`src/dram_cfg_pkg.sv`:
```
// Package with register map, field layout, reset values, timing counts and state codes.
package dram_cfg_pkg;
  localparam int unsigned ADDR_W        = 28;
  localparam int unsigned PADDR_W       = 12;
  localparam int unsigned PHASE_W       = 5;
  localparam int unsigned CLK_PERIOD_NS = 20;
  localparam int unsigned BUS_STATE_NS  = 400;
  localparam int unsigned STATE_CYCLES  = (BUS_STATE_NS + CLK_PERIOD_NS - 1) / CLK_PERIOD_NS;
  localparam int unsigned CAS_HI_50_PCT = 50;
  localparam int unsigned CAS_HI_35_PCT = 35;
  localparam logic [PHASE_W-1:0] CAS_HI_50 = PHASE_W'(STATE_CYCLES * CAS_HI_50_PCT / 100);
  localparam logic [PHASE_W-1:0] CAS_HI_35 = PHASE_W'(STATE_CYCLES * CAS_HI_35_PCT / 100);

  localparam logic [PADDR_W-1:0] OFF_WAIT_CTRL = 12'h000;
  localparam logic [PADDR_W-1:0] OFF_DRAM_CTRL = 12'h004;
  localparam logic [PADDR_W-1:0] OFF_BUS_CTRL  = 12'h008;
  localparam logic [PADDR_W-1:0] OFF_STATUS    = 12'h00c;

  localparam logic [15:0] WAIT_CTRL_RST  = 16'hf800;
  localparam logic [15:0] WAIT_CTRL_MASK = 16'hf800;
  localparam logic [15:0] DRAM_CTRL_RST  = 16'h0000;
  localparam logic [15:0] DRAM_CTRL_MASK = 16'hff00;

  localparam int unsigned WAIT_PIN_PULLUP_BIT   = 15;
  localparam int unsigned AREA02_LW_POS         = 13;
  localparam int unsigned AREA6_LW_POS          = 11;
  localparam int unsigned STROBE_SCHEME_BIT     = 15;
  localparam int unsigned RAS_HOLD_BIT          = 14;
  localparam int unsigned PRECHARGE_LEN_BIT     = 13;
  localparam int unsigned PAGE_BURST_BIT        = 12;
  localparam int unsigned CAS_DUTY_BIT          = 11;
  localparam int unsigned ADDR_MUX_BIT          = 10;
  localparam int unsigned ROW_SHIFT_POS         = 8;
  localparam int unsigned DRAM_SPACE_ENABLE_BIT = 0;

  localparam logic [2:0] AREA_ZERO = 3'h0;
  localparam logic [2:0] AREA_DRAM = 3'h1;
  localparam logic [2:0] AREA_TWO  = 3'h2;
  localparam logic [2:0] AREA_SIX  = 3'h6;

  typedef enum logic [2:0] {
    ST_IDLE = 3'b000,
    ST_ROW  = 3'b001,
    ST_COL  = 3'b010,
    ST_PRE  = 3'b011,
    ST_EXT  = 3'b100
  } state_t;
endpackage

```
`src/state_time_if.sv`:
```
// Interface between the access engine and its bus-state timer.
`timescale 1ns/1ps
interface state_time_if;
  logic                             run;
  logic                             tick;
  logic [dram_cfg_pkg::PHASE_W-1:0] phase;
  modport timer (input run, output tick, output phase);
  modport user  (output run, input tick, input phase);
endinterface

```
`src/state_timer.sv`:
```
// Bus-state timer that divides the clock into states of fixed length.
`timescale 1ns/1ps
module state_timer #(
  parameter int unsigned CYCLES = dram_cfg_pkg::STATE_CYCLES
) (
  // Clock and reset.
  input wire logic   i_ref_clk,
  input wire logic   i_rst,
  // Engine side.
  state_time_if.timer tm
);
  import dram_cfg_pkg::*;

  typedef struct packed {
    logic [PHASE_W-1:0] phase;
  } timer_t;

  timer_t q;
  timer_t d;

  assign tm.tick  = tm.run && (q.phase == PHASE_W'(CYCLES - 1));
  assign tm.phase = q.phase;

  always_comb begin
    d = q;
    if (!tm.run || tm.tick) begin
      d.phase = '0;
    end else begin
      d.phase = q.phase + 5'h01;
    end
  end

  always_ff @(posedge i_ref_clk or posedge i_rst) begin
    if (i_rst) begin
      q <= '0;
    end else begin
      q <= d;
    end
  end
endmodule

```
`src/dram_config_and_long_wait.sv`:
```
// Wait and DRAM area configuration registers with the external access engine they steer.
`timescale 1ns/1ps
module dram_config_and_long_wait (
  // Clock, resets and standby.
  input  wire logic                          i_ref_clk,
  input  wire logic                          i_rst,
  input  wire logic                          i_manual_rst,
  input  wire logic                          i_standby,
  // APB register port.
  input  wire logic                          i_psel,
  input  wire logic                          i_penable,
  input  wire logic                          i_pwrite,
  input  wire logic [dram_cfg_pkg::PADDR_W-1:0] i_paddr,
  input  wire logic [31:0]                   i_pwdata,
  output logic [31:0]                        o_prdata,
  output logic                               o_pready,
  output logic                               o_pslverr,
  // External access requests.
  input  wire logic                          i_req_valid,
  input  wire logic [dram_cfg_pkg::ADDR_W-1:0] i_req_addr,
  input  wire logic [2:0]                    i_req_area,
  input  wire logic                          i_req_write,
  input  wire logic                          i_req_upper,
  input  wire logic                          i_req_lower,
  input  wire logic                          i_req_bus16,
  input  wire logic                          i_req_wait_sample,
  output logic                               o_req_ready,
  output logic                               o_req_done,
  // Memory pins.
  input  wire logic                          i_wait_n,
  output logic                               o_wait_pin_pullup_en,
  output logic                               o_ras_n,
  output logic                               o_upper_byte_cas_n,
  output logic                               o_lower_byte_cas_n,
  output logic                               o_upper_byte_write_strobe_n,
  output logic                               o_lower_byte_write_strobe_n,
  output logic [dram_cfg_pkg::ADDR_W-1:0]    o_addr
);
  import dram_cfg_pkg::*;

  typedef struct packed {
    logic [15:0]       wait_ctrl;
    logic [15:0]       dram_ctrl;
    logic              dram_space_enable;
    logic [31:0]       prdata;
    logic              perr;
    logic [1:0]        wait_sync;
    state_t            state;
    logic [2:0]        cnt;
    logic              pend;
    logic [ADDR_W-1:0] req_addr;
    logic              req_we;
    logic              req_up;
    logic              req_lo;
    logic              req_b16;
    logic              req_smp;
    logic [ADDR_W-1:0] last_addr;
    logic              row_valid;
    logic              ras_n;
    logic              ucas_n;
    logic              lcas_n;
    logic              uwe_n;
    logic              lwe_n;
    logic [ADDR_W-1:0] addr;
    logic              done;
  } eng_t;

  localparam eng_t ENG_RST = '{wait_ctrl: WAIT_CTRL_RST, dram_ctrl: DRAM_CTRL_RST, state: ST_IDLE, wait_sync: 2'b11,
                               ras_n: 1'b1, ucas_n: 1'b1, lcas_n: 1'b1, uwe_n: 1'b1, lwe_n: 1'b1,
                               default: '0};

  function automatic logic [2:0] long_wait_states(input logic [1:0] code);
    long_wait_states = {1'b0, code} + 3'h1;
  endfunction

  function automatic logic [3:0] row_shift(input logic [1:0] code);
    unique case (code)
      2'b01:   row_shift = 4'h9;
      2'b10:   row_shift = 4'ha;
      default: row_shift = 4'h8;
    endcase
  endfunction

  eng_t q;
  eng_t d;

  state_time_if tm ();

  state_timer state_timer_inst (
    .i_ref_clk (i_ref_clk),
    .i_rst     (i_rst),
    .tm        (tm)
  );

  logic              dram_en;
  logic              ras_hold;
  logic              burst;
  logic              mux_en;
  logic              scheme;
  logic [1:0]        lw02;
  logic [1:0]        lw6;
  logic [3:0]        shift;
  logic [2:0]        pre_cnt;
  logic [PHASE_W-1:0] cas_hi;
  logic              hold_ok;
  logic              accept;
  logic              is_dram;
  logic              row_hit;
  logic              setup;
  logic              wr_en;
  logic              cas_act;
  logic              col;
  logic              cas_high_win;

  assign dram_en  = q.dram_space_enable;
  assign ras_hold = q.dram_ctrl[RAS_HOLD_BIT];
  assign burst    = q.dram_ctrl[PAGE_BURST_BIT];
  assign mux_en   = q.dram_ctrl[ADDR_MUX_BIT];
  assign scheme   = q.dram_ctrl[STROBE_SCHEME_BIT];
  assign lw02     = q.wait_ctrl[AREA02_LW_POS +: 2];
  assign lw6      = q.wait_ctrl[AREA6_LW_POS +: 2];
  assign shift    = row_shift(q.dram_ctrl[ROW_SHIFT_POS +: 2]);
  assign pre_cnt  = {2'b00, q.dram_ctrl[PRECHARGE_LEN_BIT]};
  assign cas_hi   = q.dram_ctrl[CAS_DUTY_BIT] ? CAS_HI_35 : CAS_HI_50;
  assign hold_ok  = q.ras_n || (ras_hold && dram_en);
  assign o_req_ready = (q.state == ST_IDLE) && !i_standby && !i_manual_rst && !q.pend && hold_ok;
  assign accept   = i_req_valid && o_req_ready;
  assign is_dram  = (i_req_area == AREA_DRAM) && dram_en;
  assign row_hit  = ((i_req_addr ^ q.last_addr) >> shift) == '0;
  assign setup    = i_psel && !i_penable;
  assign wr_en    = i_psel && i_penable && i_pwrite;
  assign col      = q.state == ST_COL;
  assign cas_act  = col && (tm.phase >= cas_hi);
  assign cas_high_win = col && (tm.phase < cas_hi);
  assign tm.run   = q.state != ST_IDLE;

  assign o_prdata  = q.prdata;
  assign o_pready  = i_psel && i_penable;
  assign o_pslverr = i_psel && i_penable && q.perr;
  assign o_req_done = q.done;
  assign o_wait_pin_pullup_en = q.wait_ctrl[WAIT_PIN_PULLUP_BIT];
  assign o_ras_n = q.ras_n;
  assign o_upper_byte_cas_n = q.ucas_n;
  assign o_lower_byte_cas_n = q.lcas_n;
  assign o_upper_byte_write_strobe_n = q.uwe_n;
  assign o_lower_byte_write_strobe_n = q.lwe_n;
  assign o_addr = q.addr;

  always_comb begin
    d = q;
    d.done = 1'b0;
    d.wait_sync = {q.wait_sync[0], i_wait_n};
    if (setup) begin
      d.perr = 1'b0;
      d.prdata = '0;
      unique case (i_paddr)
        OFF_WAIT_CTRL: d.prdata = {16'h0000, q.wait_ctrl};
        OFF_DRAM_CTRL: d.prdata = {16'h0000, q.dram_ctrl};
        OFF_BUS_CTRL:  d.prdata = {31'h0, q.dram_space_enable};
        OFF_STATUS:    d.prdata = {26'h0, q.row_valid, ~q.ras_n, q.pend, q.state};
        default:       d.perr = 1'b1;
      endcase
    end
    if (wr_en) begin
      unique case (i_paddr)
        OFF_WAIT_CTRL: d.wait_ctrl = i_pwdata[15:0] & WAIT_CTRL_MASK;
        OFF_DRAM_CTRL: d.dram_ctrl = i_pwdata[15:0] & DRAM_CTRL_MASK;
        OFF_BUS_CTRL:  d.dram_space_enable = i_pwdata[DRAM_SPACE_ENABLE_BIT];
        default:       d.perr = q.perr;
      endcase
    end
    unique case (q.state)
      ST_IDLE: begin
        if (!hold_ok) begin
          d.state = ST_PRE;
          d.ras_n = 1'b1;
          d.row_valid = 1'b0;
          d.cnt = pre_cnt;
        end else if (accept) begin
          d.req_addr = i_req_addr;
          d.req_we = i_req_write;
          d.req_up = i_req_upper;
          d.req_lo = i_req_lower;
          d.req_b16 = i_req_bus16;
          d.req_smp = i_req_wait_sample;
          d.cnt = 3'h0;
          d.addr = i_req_addr;
          if (!is_dram) begin
            d.state = ST_EXT;
            if (i_req_area == AREA_ZERO || i_req_area == AREA_TWO) begin
              d.cnt = long_wait_states(lw02);
            end else if (i_req_area == AREA_SIX) begin
              d.cnt = long_wait_states(lw6);
            end
          end else if (burst && q.row_valid && !q.ras_n && row_hit) begin
            d.state = ST_COL;
          end else if (!q.ras_n) begin
            d.state = ST_PRE;
            d.ras_n = 1'b1;
            d.row_valid = 1'b0;
            d.pend = 1'b1;
            d.cnt = pre_cnt;
          end else begin
            d.state = ST_ROW;
            d.ras_n = 1'b0;
            d.addr = mux_en ? (i_req_addr >> shift) : i_req_addr;
          end
        end
      end
      ST_ROW: begin
        if (tm.tick) begin
          d.state = ST_COL;
          d.addr = q.req_addr;
        end
      end
      ST_COL: begin
        if (tm.tick) begin
          d.done = 1'b1;
          d.last_addr = q.req_addr;
          if (ras_hold && dram_en) begin
            d.state = ST_IDLE;
            d.row_valid = 1'b1;
          end else begin
            d.state = ST_PRE;
            d.ras_n = 1'b1;
            d.row_valid = 1'b0;
            d.cnt = pre_cnt;
          end
        end
      end
      ST_PRE: begin
        if (tm.tick) begin
          if (q.cnt != 3'h0) begin
            d.cnt = q.cnt - 3'h1;
          end else if (q.pend) begin
            d.state = ST_ROW;
            d.pend = 1'b0;
            d.ras_n = 1'b0;
            d.addr = mux_en ? (q.req_addr >> shift) : q.req_addr;
          end else begin
            d.state = ST_IDLE;
          end
        end
      end
      ST_EXT: begin
        if (tm.tick) begin
          if (q.cnt != 3'h0) begin
            d.cnt = q.cnt - 3'h1;
          end else if (!(q.req_smp && !q.wait_sync[1])) begin
            d.state = ST_IDLE;
            d.done = 1'b1;
          end
        end
      end
      default: begin
        d.state = ST_IDLE;
      end
    endcase
    d.ucas_n = 1'b1;
    d.uwe_n = 1'b1;
    d.lcas_n = !(cas_act && (!q.req_b16 || scheme || q.req_lo));
    d.lwe_n = !(col && q.req_we && (!q.req_b16 || !scheme || q.req_lo));
    if (q.req_b16) begin
      d.ucas_n = !(cas_act && !scheme && q.req_up);
      d.uwe_n = !(col && q.req_we && scheme && q.req_up);
    end
    if (i_manual_rst) begin
      d.state = ST_IDLE;
      d.cnt = 3'h0;
      d.pend = 1'b0;
      d.row_valid = 1'b0;
      d.ras_n = 1'b1;
      d.ucas_n = 1'b1;
      d.lcas_n = 1'b1;
      d.uwe_n = 1'b1;
      d.lwe_n = 1'b1;
    end
  end

  always_ff @(posedge i_ref_clk or posedge i_rst) begin
    if (i_rst) begin
      q <= ENG_RST;
    end else begin
      q <= d;
    end
  end

  logic acc_ext02;
  logic acc_hit;
  logic acc_miss;
  assign acc_ext02 = accept && !is_dram && (i_req_area == AREA_ZERO || i_req_area == AREA_TWO) && !wr_en;
  assign acc_hit = accept && is_dram && burst && q.row_valid && !q.ras_n && row_hit && !i_manual_rst;
  assign acc_miss = accept && is_dram && !burst && q.ras_n && !i_manual_rst;
endmodule

```
`config.mk`:
```
export PLATFORM = sky130hd
export DESIGN_NAME = dram_config_and_long_wait
export DESIGN_NICKNAME = d
export VERILOG_FILES = /design/src/dram_cfg_pkg.sv /design/src/state_time_if.sv /design/src/state_timer.sv /design/src/dram_config_and_long_wait.sv
export SDC_FILE = /design/constraint.sdc
export NUM_CORES = 1
export LEC_CHECK = 0
export BUFFER_PORTS_ARGS = -buffer_cell sky130_fd_sc_hd__buf_4
export CORE_ASPECT_RATIO = 0.6
export CORE_UTILIZATION = 30
export DETAILED_ROUTE_END_ITERATION = 10
export PLACE_DENSITY = 0.5
export SYNTH_ARGS = -nofsm -noshare
export SYNTH_HDL_FRONTEND = slang
export SYNTH_SLANG_ARGS = --single-unit
```
`constraint.sdc`:
```
create_clock -name i_ref_clk -period 6.8 [get_ports i_ref_clk]
set_input_delay 0.34 -clock i_ref_clk [delete_from_list [all_inputs] [get_ports i_ref_clk]]
set_output_delay 0.34 -clock i_ref_clk [all_outputs]
set_load 0.05 [all_outputs]
```
* Word-level counts from Yosys, hierarchy flattened
Index checks and enable logic that the tools add are counted.
** Operators by class
- Bitwise logic cells :: 2
- Muxes and demuxes :: 69
- Reductions and logical operators :: 68
- Add/sub/neg operators :: 4
- Shifts and indexed selects :: 3
- $lt $le $gt $ge :: 1
- Equal/unequal tests :: 38
** Operator list (count)
- 2-to-1 mux 28 bit :: 11
- case mux 28 bit (3 select lines) :: 1
- right shift 28 x 4 -> 28 bit :: 3
- case mux 16 bit (4 select lines) :: 1
- 2-to-1 mux 40 bit :: 1
- 2-to-1 mux 34 bit :: 1
- 2-to-1 mux 6 bit :: 5
- inequality test 3 bit, second input constant :: 10
- zero test 28 bit :: 1
- bitwise XOR 28 bit :: 1
- == test 12 x 4 -> 1 bit, second input constant :: 2
- logical AND 1 bit :: 24
- 2-to-1 mux 3 bit :: 8
- 2-to-1 mux 1 bit :: 20
- 2-to-1 mux 2 bit :: 10
- inequality test 4 bit, second input constant :: 4
- AND reduction 8 bit :: 2
- case mux 3 bit (5 select lines) :: 1
- nonzero test 3 bit :: 5
- 2-to-1 mux 7 bit :: 2
- zero test 1 bit :: 13
- == test 12 x 3 -> 1 bit, second input constant :: 1
- zero test 12 bit :: 1
- inequality test 3 x 2 -> 1 bit, second input constant :: 4
- other kinds (30) :: 53
** Storage, ports and cells
- Bits in registers :: 141
- Bits of input ports :: 89
- Output and inout bits :: 70
- Logic and storage cells :: 210

* Depth between registers and ports, before layout
Gate-level depths: netlist of the first run.
- Depth in word-level cells :: 11
- Mapped depth :: 10

* By module
From an unflattened synthesis of the first run, not the netlist that was laid out.
** Second synthesis, totals
- Cell total of the unflattened synthesis :: 779
- Area total of the unflattened synthesis :: 7649.8 sq um
** Modules (own cells, without submodules)
- dram_config_and_long_wait :: sequential area each 3168.0 sq um, cells each 753, area an instance 7392.1 sq um, times used 1
- state_timer :: sequential area each 125.1 sq um, cells each 26, area an instance 257.7 sq um, times used 1

* Worst setup path before layout of the first run
OpenSTA, ideal clock, no wires.
- Kind :: reg-to-output
- Start :: register q (netlist bit o_ras_n)
- End :: output port o_req_ready
- Setup slack :: 4196 ps
- Arrival :: 2264 ps
- Cell stages (with the launch flop) :: 5
- Required time :: 6460 ps
- Buffers on the path :: 1
- Path through :: dfstp_2 clkbuf_1 a21o_1 nand2_1 nor3_1
** On the way
- Longest elaborated chain between the ends :: 2
** RTL lines
- start: declaration :: line dram_config_and_long_wait.sv:84 : eng_t q;
- start signal: assignment :: line dram_config_and_long_wait.sv:282 : q <= ENG_RST;
- start signal: assignment :: line dram_config_and_long_wait.sv:284 : q <= d;
- logical OR 1 bit :: line dram_config_and_long_wait.sv:125 : assign hold_ok = q.ras_n || (ras_hold && dram_en);
- logical AND 1 bit :: line dram_config_and_long_wait.sv:126 : assign o_req_ready = (q.state == ST_IDLE) && !i_standby && !i_manual_rst && !q.pend && hold_ok;
- end: declaration :: line dram_config_and_long_wait.sv:27 : output logic o_req_ready,
No other way between the ends.

* Worst setup path in the final report of the first run
- Start :: register q[148] (netlist name)
- End :: register q (netlist bit o_addr[17])
** On the way
- Longest elaborated chain between the ends :: 10
** RTL lines
- == test 2 bit or == test 2 x 1 -> 1 bit (tied branches) :: line dram_config_and_long_wait.sv:77 : unique case (code)
- case mux 2 bit (2 select lines) (*) :: line dram_config_and_long_wait.sv:77
- right shift 28 x 4 -> 28 bit, on equally long branches :: line dram_config_and_long_wait.sv:129, dram_config_and_long_wait.sv:206
- zero test 28 bit or 2-to-1 mux 28 bit (tied branches) :: line dram_config_and_long_wait.sv:129, dram_config_and_long_wait.sv:206
- logical AND 1 bit or 2-to-1 mux 28 bit (tied branches) :: line dram_config_and_long_wait.sv:195, dram_config_and_long_wait.sv:197
- 2-to-1 mux 28 bit :: line dram_config_and_long_wait.sv:195 : end else if (burst && q.row_valid && !q.ras_n && row_hit) begin
- 2-to-1 mux 28 bit :: line dram_config_and_long_wait.sv:188 : if (!is_dram) begin
- 2-to-1 mux 28 bit :: line dram_config_and_long_wait.sv:179 : end else if (accept) begin
- 2-to-1 mux 28 bit :: line dram_config_and_long_wait.sv:174 : if (!hold_ok) begin
- case mux 28 bit (3 select lines) (*) :: line dram_config_and_long_wait.sv:172 : unique case (q.state)
Every way passes the cells marked *; elsewhere a longest branch is shown, timed or not. The select of a mux whose other input is x is not followed.
A chain may end at the register's enable or synchronous reset.

==> impl_metrics.tcl, run 1 <==
set metrics [dict create \
    status "finished, violations left" \
    failed_checks "design-rule violations, negative hold slack" \
    grt_start_max_net_pins 72 \
    yosys.area.top_type "dfrtp_1" \
    numCtsBuffers 17 \
    async_flop_share_pct 100 \
    worstSetupPathType "reg2reg" \
    netlist.area_leader.share_pct 39.4 \
    clk_pin_slew_ps 60 \
    hold_path_class "in2async" \
    hold_viol 14 \
    finalSetupTns_ps 0 \
    maxSlewHeadroom_pct 34.0 \
    utilization_pct 36.7 \
    viasPerCell 5.20 \
    synth_edf_count 0 \
    worst-path-buf-inv 0 \
    syn_inst 773 \
    yosys-top-cells-count "119 x dfrtp_1, 77 x nand2_1, 72 x nor2_1, 63 x mux2_2, 60 x buf_4" \
    cp_slowest_stage_delay_ps 740 \
    routabilityCongestion 0.839 \
    finalNonFillerCells 1159 \
    grt_pass1_wl_mm 34.2 \
    drv_slew 0 \
    area_growth_pct 18.7 \
    setup_violations 0 \
    p_sw_share_pct 40.4 \
    worstSetupEndpointType "flop" \
    ys_ff_latch 131 \
    period_needed_ps 3170 \
    syn_area_um2 7560 \
    die-height_um 125 \
    antenna_cells 0 \
    yosys_warnings 0 \
    drv_cap 0 \
    tightest_slew_ps 988 \
    route.detailed.drc 5 \
    ctsHoldBuffers 0 \
    num_rows 44 \
    drtPass1Iterations 10 \
    clockPowerShare_pct 28.9 \
    powerDensity_nw_per_um2 386 \
    antenna_found_initial 0 \
    layout-drive-gt1-share_pct 29.5 \
    io_pins 159 \
    synth_most_common_cell "dfrtp_1" \
    initial_core_util_pct 30.9 \
    irDropWorstVdd_v 0.000137 \
    fin_ws_ps 3630 \
    cp_data_required_time_ps 7070 \
    fin_worst_skew_ps 12.8 \
    share_comb_of_total_power_pct 34.9 \
    crit_fanout 19 \
    htree_levels 4 \
    cp_slowest_cell "nand2b_1" \
    whs_ps -4.35 \
    die_area_um2 25900 \
    seq_power_share_pct 36.2 \
    nets 921 \
    cp.arrival_ps 3450 \
    dp_hpwl_mm 15.6 \
    cellInternalPower_w 0.00206 \
    critical-path-top-delay-family "simple AND/OR/NAND/NOR gates" \
    syn_area_per_cell_um2 9.78 \
    min_period_over_period_pct 46.7 \
    cp_cell_sequence "nand2b_1, nand2_1, nor2_1, o31ai_1, a222oi_1, a21oi_1" \
    clk_latency_ps 420 \
    power.switching_w 0.00140 \
    post_cts_resize_count 0 \
    grt_pass1_vias 5787 \
    dr_total_vias 6032 \
    drtIter0Drc 605 \
    synth_cell_types 63 \
    wl_per_cell_um 19.2 \
    wl_mm 22.2 \
    leakage_nw 4.08 \
    post_cts_buffers 0 \
    die-width_um 207 \
    timing.fmax_mhz 315 \
    gr-usage-all-layers_pct 17.3 \
    post-place-ws_ps 3710 \
    synth_seq_area_share_pct 43.6 \
    globalRouteOverflowTotal 0 \
    cts_tree "done" \
    placement.io_buffers 117 \
    synth_area_leaders "dfrtp_1 39%, mux2_2 9.4%, buf_4 6.0%, dfstp_2 4.2%, nand2_1 3.8%" \
    placed_cells 1127 \
    cts.path.max_buffers 2 \
    root_buffer "clkbuf_16" \
    cts_sinks 131 \
    rsz0062_at_grt "no" \
    postRouteAntennaNets 0 \
    core_area_um2 24400 \
    synth_ff_type "dfrtp_1" \
    critPathLaunchType "flop" \
]
-- metrics by stage --
step / cell area [um^2] / power [W] / hold slack [ps]
after global placement: 8340 / 0.00246 / 348
after detailed placement: 8340 / 0.00247 / 348
after global routing: 8970 / 0.00364 / 11.8
final: 8970 / 0.00346 / -4.35
after CTS: 8970 / 0.00348 / 15.2
after floorplan: 7620 / 0.00217 / 344
-- layout make-up --
type                       instances  area, um^2
sequential                       131        3290
clock buffer                      21         460
clock inverter                    11         176
fill                            2513       15500
timing repair buffer             125         938
multi-input combinational        536        3650
tap                              322         403
inverter                          13        53.8
-- worst reg2reg max path, cell delays in order (launching register included) --
cell	delay [ps]
dfrtp_1	690
nand2b_1	740
nand2_1	680
nor2_1	260
o31ai_1	90
a222oi_1	450
a21oi_1	130
-- metal layers --
layer | track usage (%) | wire length (um) | vias to the layer above
li1 | - | - | 2838
met1 | 27.2 | 11500 | 2970
met2 | 23.3 | 9090 | 201
met3 | 3.99 | 1360 | 23
met4 | 4.34 | 241 | 0
met5 | 0 | 0 | -
-- cells in the final DEF (no fill, tap or decap), types with 5 or more instances in the layout --
cell type,count
a21oi_1,43
nand2_1,77
nor3_1,7
o22ai_1,14
ha_1,8
conb_1,18
and3_1,5
a222oi_1,15
clkbuf_16,17
a31oi_1,6
dfstp_2,12
o21ai_0,24
a22oi_1,24
nand4_1,9
nor2_1,72
mux2i_1,13
nand2b_1,9
nor4_1,5
dfrtp_1,119
o31ai_1,21
xnor2_1,15
or3_1,6
buf_4,125
nor2b_1,7
mux2_4,8
a22o_1,9
mux2_2,63
xor2_1,6
inv_1,12
-- cell families after synthesis --
family                     count (synthesis)  synth area share, %
AOI/OAI and AO/OA                        186                 16.9
xor gates and xnor gates                  21                 2.43
adders and majority gates                  8                 1.32
buffers and inverters                    123                 9.32
DFF                                      131                 43.6
muxes                                     84                 12.7
other                                      1               0.0496
and+or+nand+nor                          219                 13.7
-- state kept, by name, summed over array words and instances, names as in the netlist, 2 cells and up --
signal	count
q	68
lw6	2
lw02	2
o_addr	28
state_timer_inst.tm.phase	5
o_prdata	14
-- power groups by stage --
stage | Clock [W] | Sequential, W | Combinational (W)
after floorplan | 0 | 0.00114 | 0.00104
after global placement | 0 | 0.00126 | 0.00120
after detailed placement | 0 | 0.00126 | 0.00121
after CTS | 0.00103 | 0.00125 | 0.00121
after global routing | 0.00106 | 0.00128 | 0.00130
final | 0.000999 | 0.00125 | 0.00121
-- worst paths after layout --
check / endpoint / slack (ps) / depth (start not counted) / from
worst max-delay path: o_addr[17] / 3630 / 6 / q[148]
worst min-delay path: o_addr[0] / -4 / 2 / i_rst
worst min register to register: q[104] / 360 / 0 / d[104]
max in group asynchronous: q[95] / 5450 / 3 / i_rst
worst max register to register: o_addr[17] / 3630 / 6 / q[148]
min in group i_ref_clk: d[104] / 30 / 1 / i_wait_n
Power figures use the tool's default switching activity.
==> run 2: changes to the inputs <==
==> constraint.sdc (replaced) <==
create_clock -name i_ref_clk -period 3 [get_ports i_ref_clk]
set_input_delay 0.15 -clock i_ref_clk [delete_from_list [all_inputs] [get_ports i_ref_clk]]
set_output_delay 0.15 -clock i_ref_clk [all_outputs]
set_load 0.05 [all_outputs]
==> run 2 against run 1 <==
The run ends with design-rule violations left. Setup slack worse by 3100 ps. Utilization up 1.5 points. Clock-buffer cell count up 3. First-iteration DRC count up 6.3%. Wire length up 1.9%. Critical path type unchanged. Highest routed layer unchanged. Clock power up 110%. Largest cell class unchanged. Clock skew down 1.4 ps. Global-route usage up 0.81 points. Non-clock buffer count up 44. Critical path depth unchanged. Critical endpoint is now q[97]. Cell area up 4.2%.
==> impl_metrics.tcl, run 2 (synthesis gave the netlist of run 1 again) <==
set metrics [dict create \
    path_depth 6 \
    hold_depth 2 \
    worst-path-buf-inv 0 \
    final_cell_mix "142 x buf_4, 119 x dfrtp_1, 77 x nand2_1" \
    largest-register "q" \
    drtIter0Drc 643 \
    cts_tree "done" \
    tightest_slew_ps 801 \
    post_cts_buffers 0 \
    wl_per_cell_um 18.8 \
    core_area_um2 24400 \
    htree_levels 4 \
    drv_slew 0 \
    antenna_found_initial 0 \
    grt_pass1_wl_mm 35.5 \
    rsz0062_at_grt "no" \
    numCtsBuffers 17 \
    final_common_cell "buf_4" \
    fin_ws_ps 491 \
    wl_mm 22.6 \
    period_needed_ps 2510 \
    powerDensity_nw_per_um2 831 \
    ctsHoldBuffers 24 \
    cp_cell_sequence "nor4_1, nand4_1, or3_1, a21oi_1, a41o_1, mux2_2" \
    cp_data_required_time_ps 3360 \
    nets 965 \
    hold_viol 0 \
    globalRouteOverflowTotal 0 \
    drv_cap 0 \
    clk_latency_ps 420 \
    die-width_um 207 \
    largest_reg_flops 68 \
    placement.io_buffers 117 \
    initial_core_util_pct 30.9 \
    viasPerCell 5.16 \
    failed_checks "design-rule violations" \
    die_area_um2 25900 \
    critical-path-top-delay-family "simple AND/OR/NAND/NOR gates" \
    fin_area_um2 9350 \
    min_period_over_period_pct 83.6 \
    dr_total_vias 6212 \
    cp_slowest_stage_delay_ps 550 \
    irDropWorstVdd_v 0.000486 \
    status "finished, violations left" \
    num_rows 44 \
    die-height_um 125 \
    finalSetupTns_ps 0 \
    critPathLaunchType "flop" \
    crit_fanout 13 \
    worstSetupEndpointType "flop" \
    cts.path.max_buffers 2 \
    grt_start_max_net_pins 58 \
    post_cts_resize_count 0 \
    root_buffer "clkbuf_16" \
    cts_sinks 131 \
    hold_path_class "in2reg" \
    setup_violations 0 \
    io_pins 159 \
    post_dp_cell_area_um2 8520 \
    maxSlewHeadroom_pct 46.5 \
    cp.arrival_ps 2870 \
    worstSetupPathType "reg2reg" \
    routabilityCongestion 0.875 \
    route.detailed.drc 18 \
    postRouteAntennaNets 0 \
    reg2reg_depth 6 \
    clk_pin_slew_ps 60 \
    fillers 2442 \
    gr-usage-all-layers_pct 18.2 \
    fin_worst_skew_ps 11.4 \
    layout-drive-gt1-share_pct 30.2 \
    post-place-ws_ps 530 \
    area_growth_pct 23.7 \
    drtPass1Iterations 10 \
    dp_hpwl_mm 16.3 \
    grt_pass1_vias 5967 \
    timing.fmax_mhz 399 \
    cp_slowest_cell "dfrtp_1" \
    leakage_nw 4.26 \
]
[run 2: power breakdown]
group          switching [W]  leakage [nW]  internal, W
sequential          0.000543          1.65      0.00225
combinational        0.00182          2.34      0.00106
clock               0.000791         0.278      0.00131
total                0.00315          4.26      0.00462
[run 2: worst paths after layout]
path                            slack, ps         end     startpoint
worst min-delay path                   40       q[76]  i_req_addr[8]
worst max register to register        490       q[97]         q[100]
worst min register to register        360      q[104]         d[104]
min in group asynchronous             420  o_req_done          i_rst
worst max-delay path                  490       q[97]         q[100]
max in group asynchronous            1800     o_ras_n          i_rst
[run 2: layout make-up]
cell class | instances | area, um^2 | share of cell area (%)
Inverter | 13 | 52.6 | 0.562
Clock buffer | 24 | 492 | 5.26
Multi-Input combinational cell | 536 | 3640 | 38.9
Timing Repair Buffer | 169 | 1370 | 14.6
Clock inverter | 8 | 100 | 1.07
Antenna cell | 1 | 2.50 | 0.0268
Sequential cell | 131 | 3290 | 35.2
Tap cell | 322 | 403 | 4.31
[run 2: per-layer routing]
layer	vias up	part of all wire, %	global-route usage, %
met1	3042	54	29.2
met2	222	39	22.8
met5	-	0	0
met4	0	1.1	5.15
li1	2932	-	-
met3	16	6.6	4.87
[run 2: per-stage QoR]
step | total power, W | utilization [%] | cells | hold WS, ps
after CTS | 0.00783 | 38.2 | 1203 | 7.88
after global placement | 0.00565 | 34.8 | 1147 | 263
after global routing | 0.00822 | 38.2 | 1203 | 28.7
after detailed placement | 0.00566 | 34.8 | 1147 | 260
final | 0.00777 | 38.3 | 1204 | 40.1
after floorplan | 0.00493 | - | 790 | 154
==> run 3: changes to the inputs <==
==> constraint.sdc (replaced) <==
create_clock -name i_ref_clk -period 2.5 [get_ports i_ref_clk]
set_input_delay 0.125 -clock i_ref_clk [delete_from_list [all_inputs] [get_ports i_ref_clk]]
set_output_delay 0.125 -clock i_ref_clk [all_outputs]
set_load 0.05 [all_outputs]
==> run 3 against run 2 <==
The run still ends with design-rule violations left. Non-clock buffer count grew 11. Via count grew 0.93%. Critical path type unchanged. Clock power rose by 30%. Hold slack lost 21 ps. Largest power group unchanged.
==> impl_metrics.tcl, run 3 (synthesis gave the netlist of run 1 again) <==
set metrics [dict create \
    status "finished, violations left" \
    failed_checks "design-rule violations" \
    leakage_nw 4.36 \
    cellInternalPower_w 0.00575 \
    placement.io_buffers 117 \
    globalRouteOverflowTotal 0 \
    cp_slowest_cell "dfrtp_1" \
    hold_viol 0 \
    worst-path-buf-inv 0 \
    drtPass1Iterations 11 \
    power.switching_w 0.00385 \
    cp_slowest_stage_delay_ps 520 \
    die-width_um 207 \
    cp.arrival_ps 2670 \
    cp_cell_sequence "nor4_1, nand4_1, or3_1, a21oi_1, a41o_1, mux2_2" \
    final_cell_mix "146 x buf_4, 119 x dfrtp_1, 77 x nand2_1" \
    cp_data_required_time_ps 2860 \
    largest-register "q" \
    initial_core_util_pct 30.9 \
    route.detailed.drc 4 \
    grt_busiest_layer "met1" \
    final_common_cell "buf_4" \
    postRouteAntennaNets 0 \
    drv_slew 0 \
    tightest_slew_ps 1010 \
    grt_start_max_net_pins 132 \
    root_buffer "clkbuf_16" \
    rsz0062_at_grt "no" \
    drtIter0Drc 528 \
    htree_levels 4 \
    global_route.usage.met3_pct 4.41 \
    clk_pin_slew_ps 60 \
    cts_sinks 131 \
    fin_worst_skew_ps 8.12 \
    cts_tree "done" \
    critPathLaunchType "flop" \
    largest_reg_flops 68 \
    share_comb_of_total_power_pct 37.0 \
    drv_cap 0 \
    grt_use_met2_pct 23.2 \
    dp_hpwl_mm 16.1 \
    nets 976 \
    setup_violations 0 \
    finalSetupTns_ps 0 \
    irDropWorstVdd_v 0.000648 \
    clockPowerShare_pct 28.5 \
    dr_total_vias 6270 \
    p_sw_share_pct 40.1 \
    io_pins 159 \
    num_rows 44 \
    fin_ws_ps 192 \
    grt_pass1_vias 6023 \
    antenna_found_initial 0 \
    grt_pass1_wl_mm 35.4 \
    min_period_over_period_pct 92.3 \
    maxSlewHeadroom_pct 32.6 \
    worstSetupEndpointType "flop" \
    layout-drive-gt1-share_pct 30.6 \
    post-place-ws_ps 215 \
    wl_per_cell_um 18.7 \
    wl_mm 22.7 \
    core_area_um2 24400 \
    viasPerCell 5.16 \
    period_needed_ps 2310 \
    die-height_um 125 \
    timing.fmax_mhz 433 \
    grt_use_met1_pct 29.1 \
    area_growth_pct 25.8 \
    cts.path.max_buffers 2 \
    crit_fanout 12 \
    routabilityCongestion 0.924 \
    hold_path_class "in2reg" \
    numCtsBuffers 17 \
    critical-path-top-delay-family "simple AND/OR/NAND/NOR gates" \
    clk_latency_ps 420 \
    worstSetupPathType "reg2reg" \
    die_area_um2 25900 \
    gr-usage-all-layers_pct 18.0 \
    powerDensity_nw_per_um2 1010 \
    seq_power_share_pct 34.5 \
]
## run 3: per-stage QoR
stage | hold WS, ps | power [W] | cells | instance area (um^2) | utilization (%)
2_1_floorplan | 129 | 0.00591 | 790 | 7630 | -
3_3_place_gp | 237 | 0.00683 | 1153 | 8590 | 35.1
3_5_place_dp | 235 | 0.00684 | 1153 | 8590 | 35.1
4_1_cts | 2.28 | 0.00966 | 1214 | 9510 | 38.9
5_1_grt | 5.36 | 0.0101 | 1214 | 9510 | 38.9
6_report | 18.7 | 0.00959 | 1215 | 9520 | 38.9
## run 3: routing by layer
| metal | vias to the layer above | wire length [um] | part of all wire (%) |
|---|---|---|---|
| met1 | 3050 | 11800 | 52 |
| met4 | 0 | 198 | 0.87 |
| met2 | 256 | 8810 | 39 |
| li1 | 2943 | - | - |
| met5 | - | 0 | 0 |
| met3 | 21 | 1880 | 8.3 |
## run 3: power groups by stage
stage                     Sequential (W)  Combinational [W]  Clock, W
after CTS                        0.00330            0.00356   0.00280
after global placement           0.00333            0.00350         0
after detailed placement         0.00333            0.00351         0
final                            0.00331            0.00355   0.00273
after floorplan                  0.00309            0.00282         0
after global routing             0.00340            0.00383   0.00290
## run 3: path summary, 6_finish.rpt
path	startpoint	endpoint	slack (ps)	cells after the start
worst max-delay path	q[100]	q[97]	190	6
worst min-delay path	i_req_addr[16]	q[84]	20	2
worst max register to register	q[100]	q[97]	190	6
worst min register to register	d[104]	q[104]	360	0
max in group asynchronous	i_rst	q[60]	1360	4
min in group asynchronous	i_rst	o_req_done	350	4
## run 3: what timing repair did
| item | in CTS | in global routing |
|---|---|---|
| endpoints found under the setup margin | 0 | 0 |
| hold endpoints to repair | 151 | 0 |
| gates resized for setup | 0 | 0 |
| buffers inserted | 0 | 0 |
| hold buffers | 29 | 0 |
## run 3: worst reg2reg max path: stages (launching register included)
cell     delay (ps)
dfrtp_1         520
nor4_1          420
nand4_1         390
or3_1           460
a21oi_1         170
a41o_1          150
mux2_2          150
## run 3: area by class of cell
cell class / count / area [um^2]
fill: 2457 / 14900
multi-input combinational: 536 / 3640
sequential: 131 / 3290
timing repair buffer: 180 / 1490
clock buffer: 21 / 460
tap: 322 / 403
clock inverter: 11 / 175
inverter: 13 / 52.6
antenna: 1 / 2.50
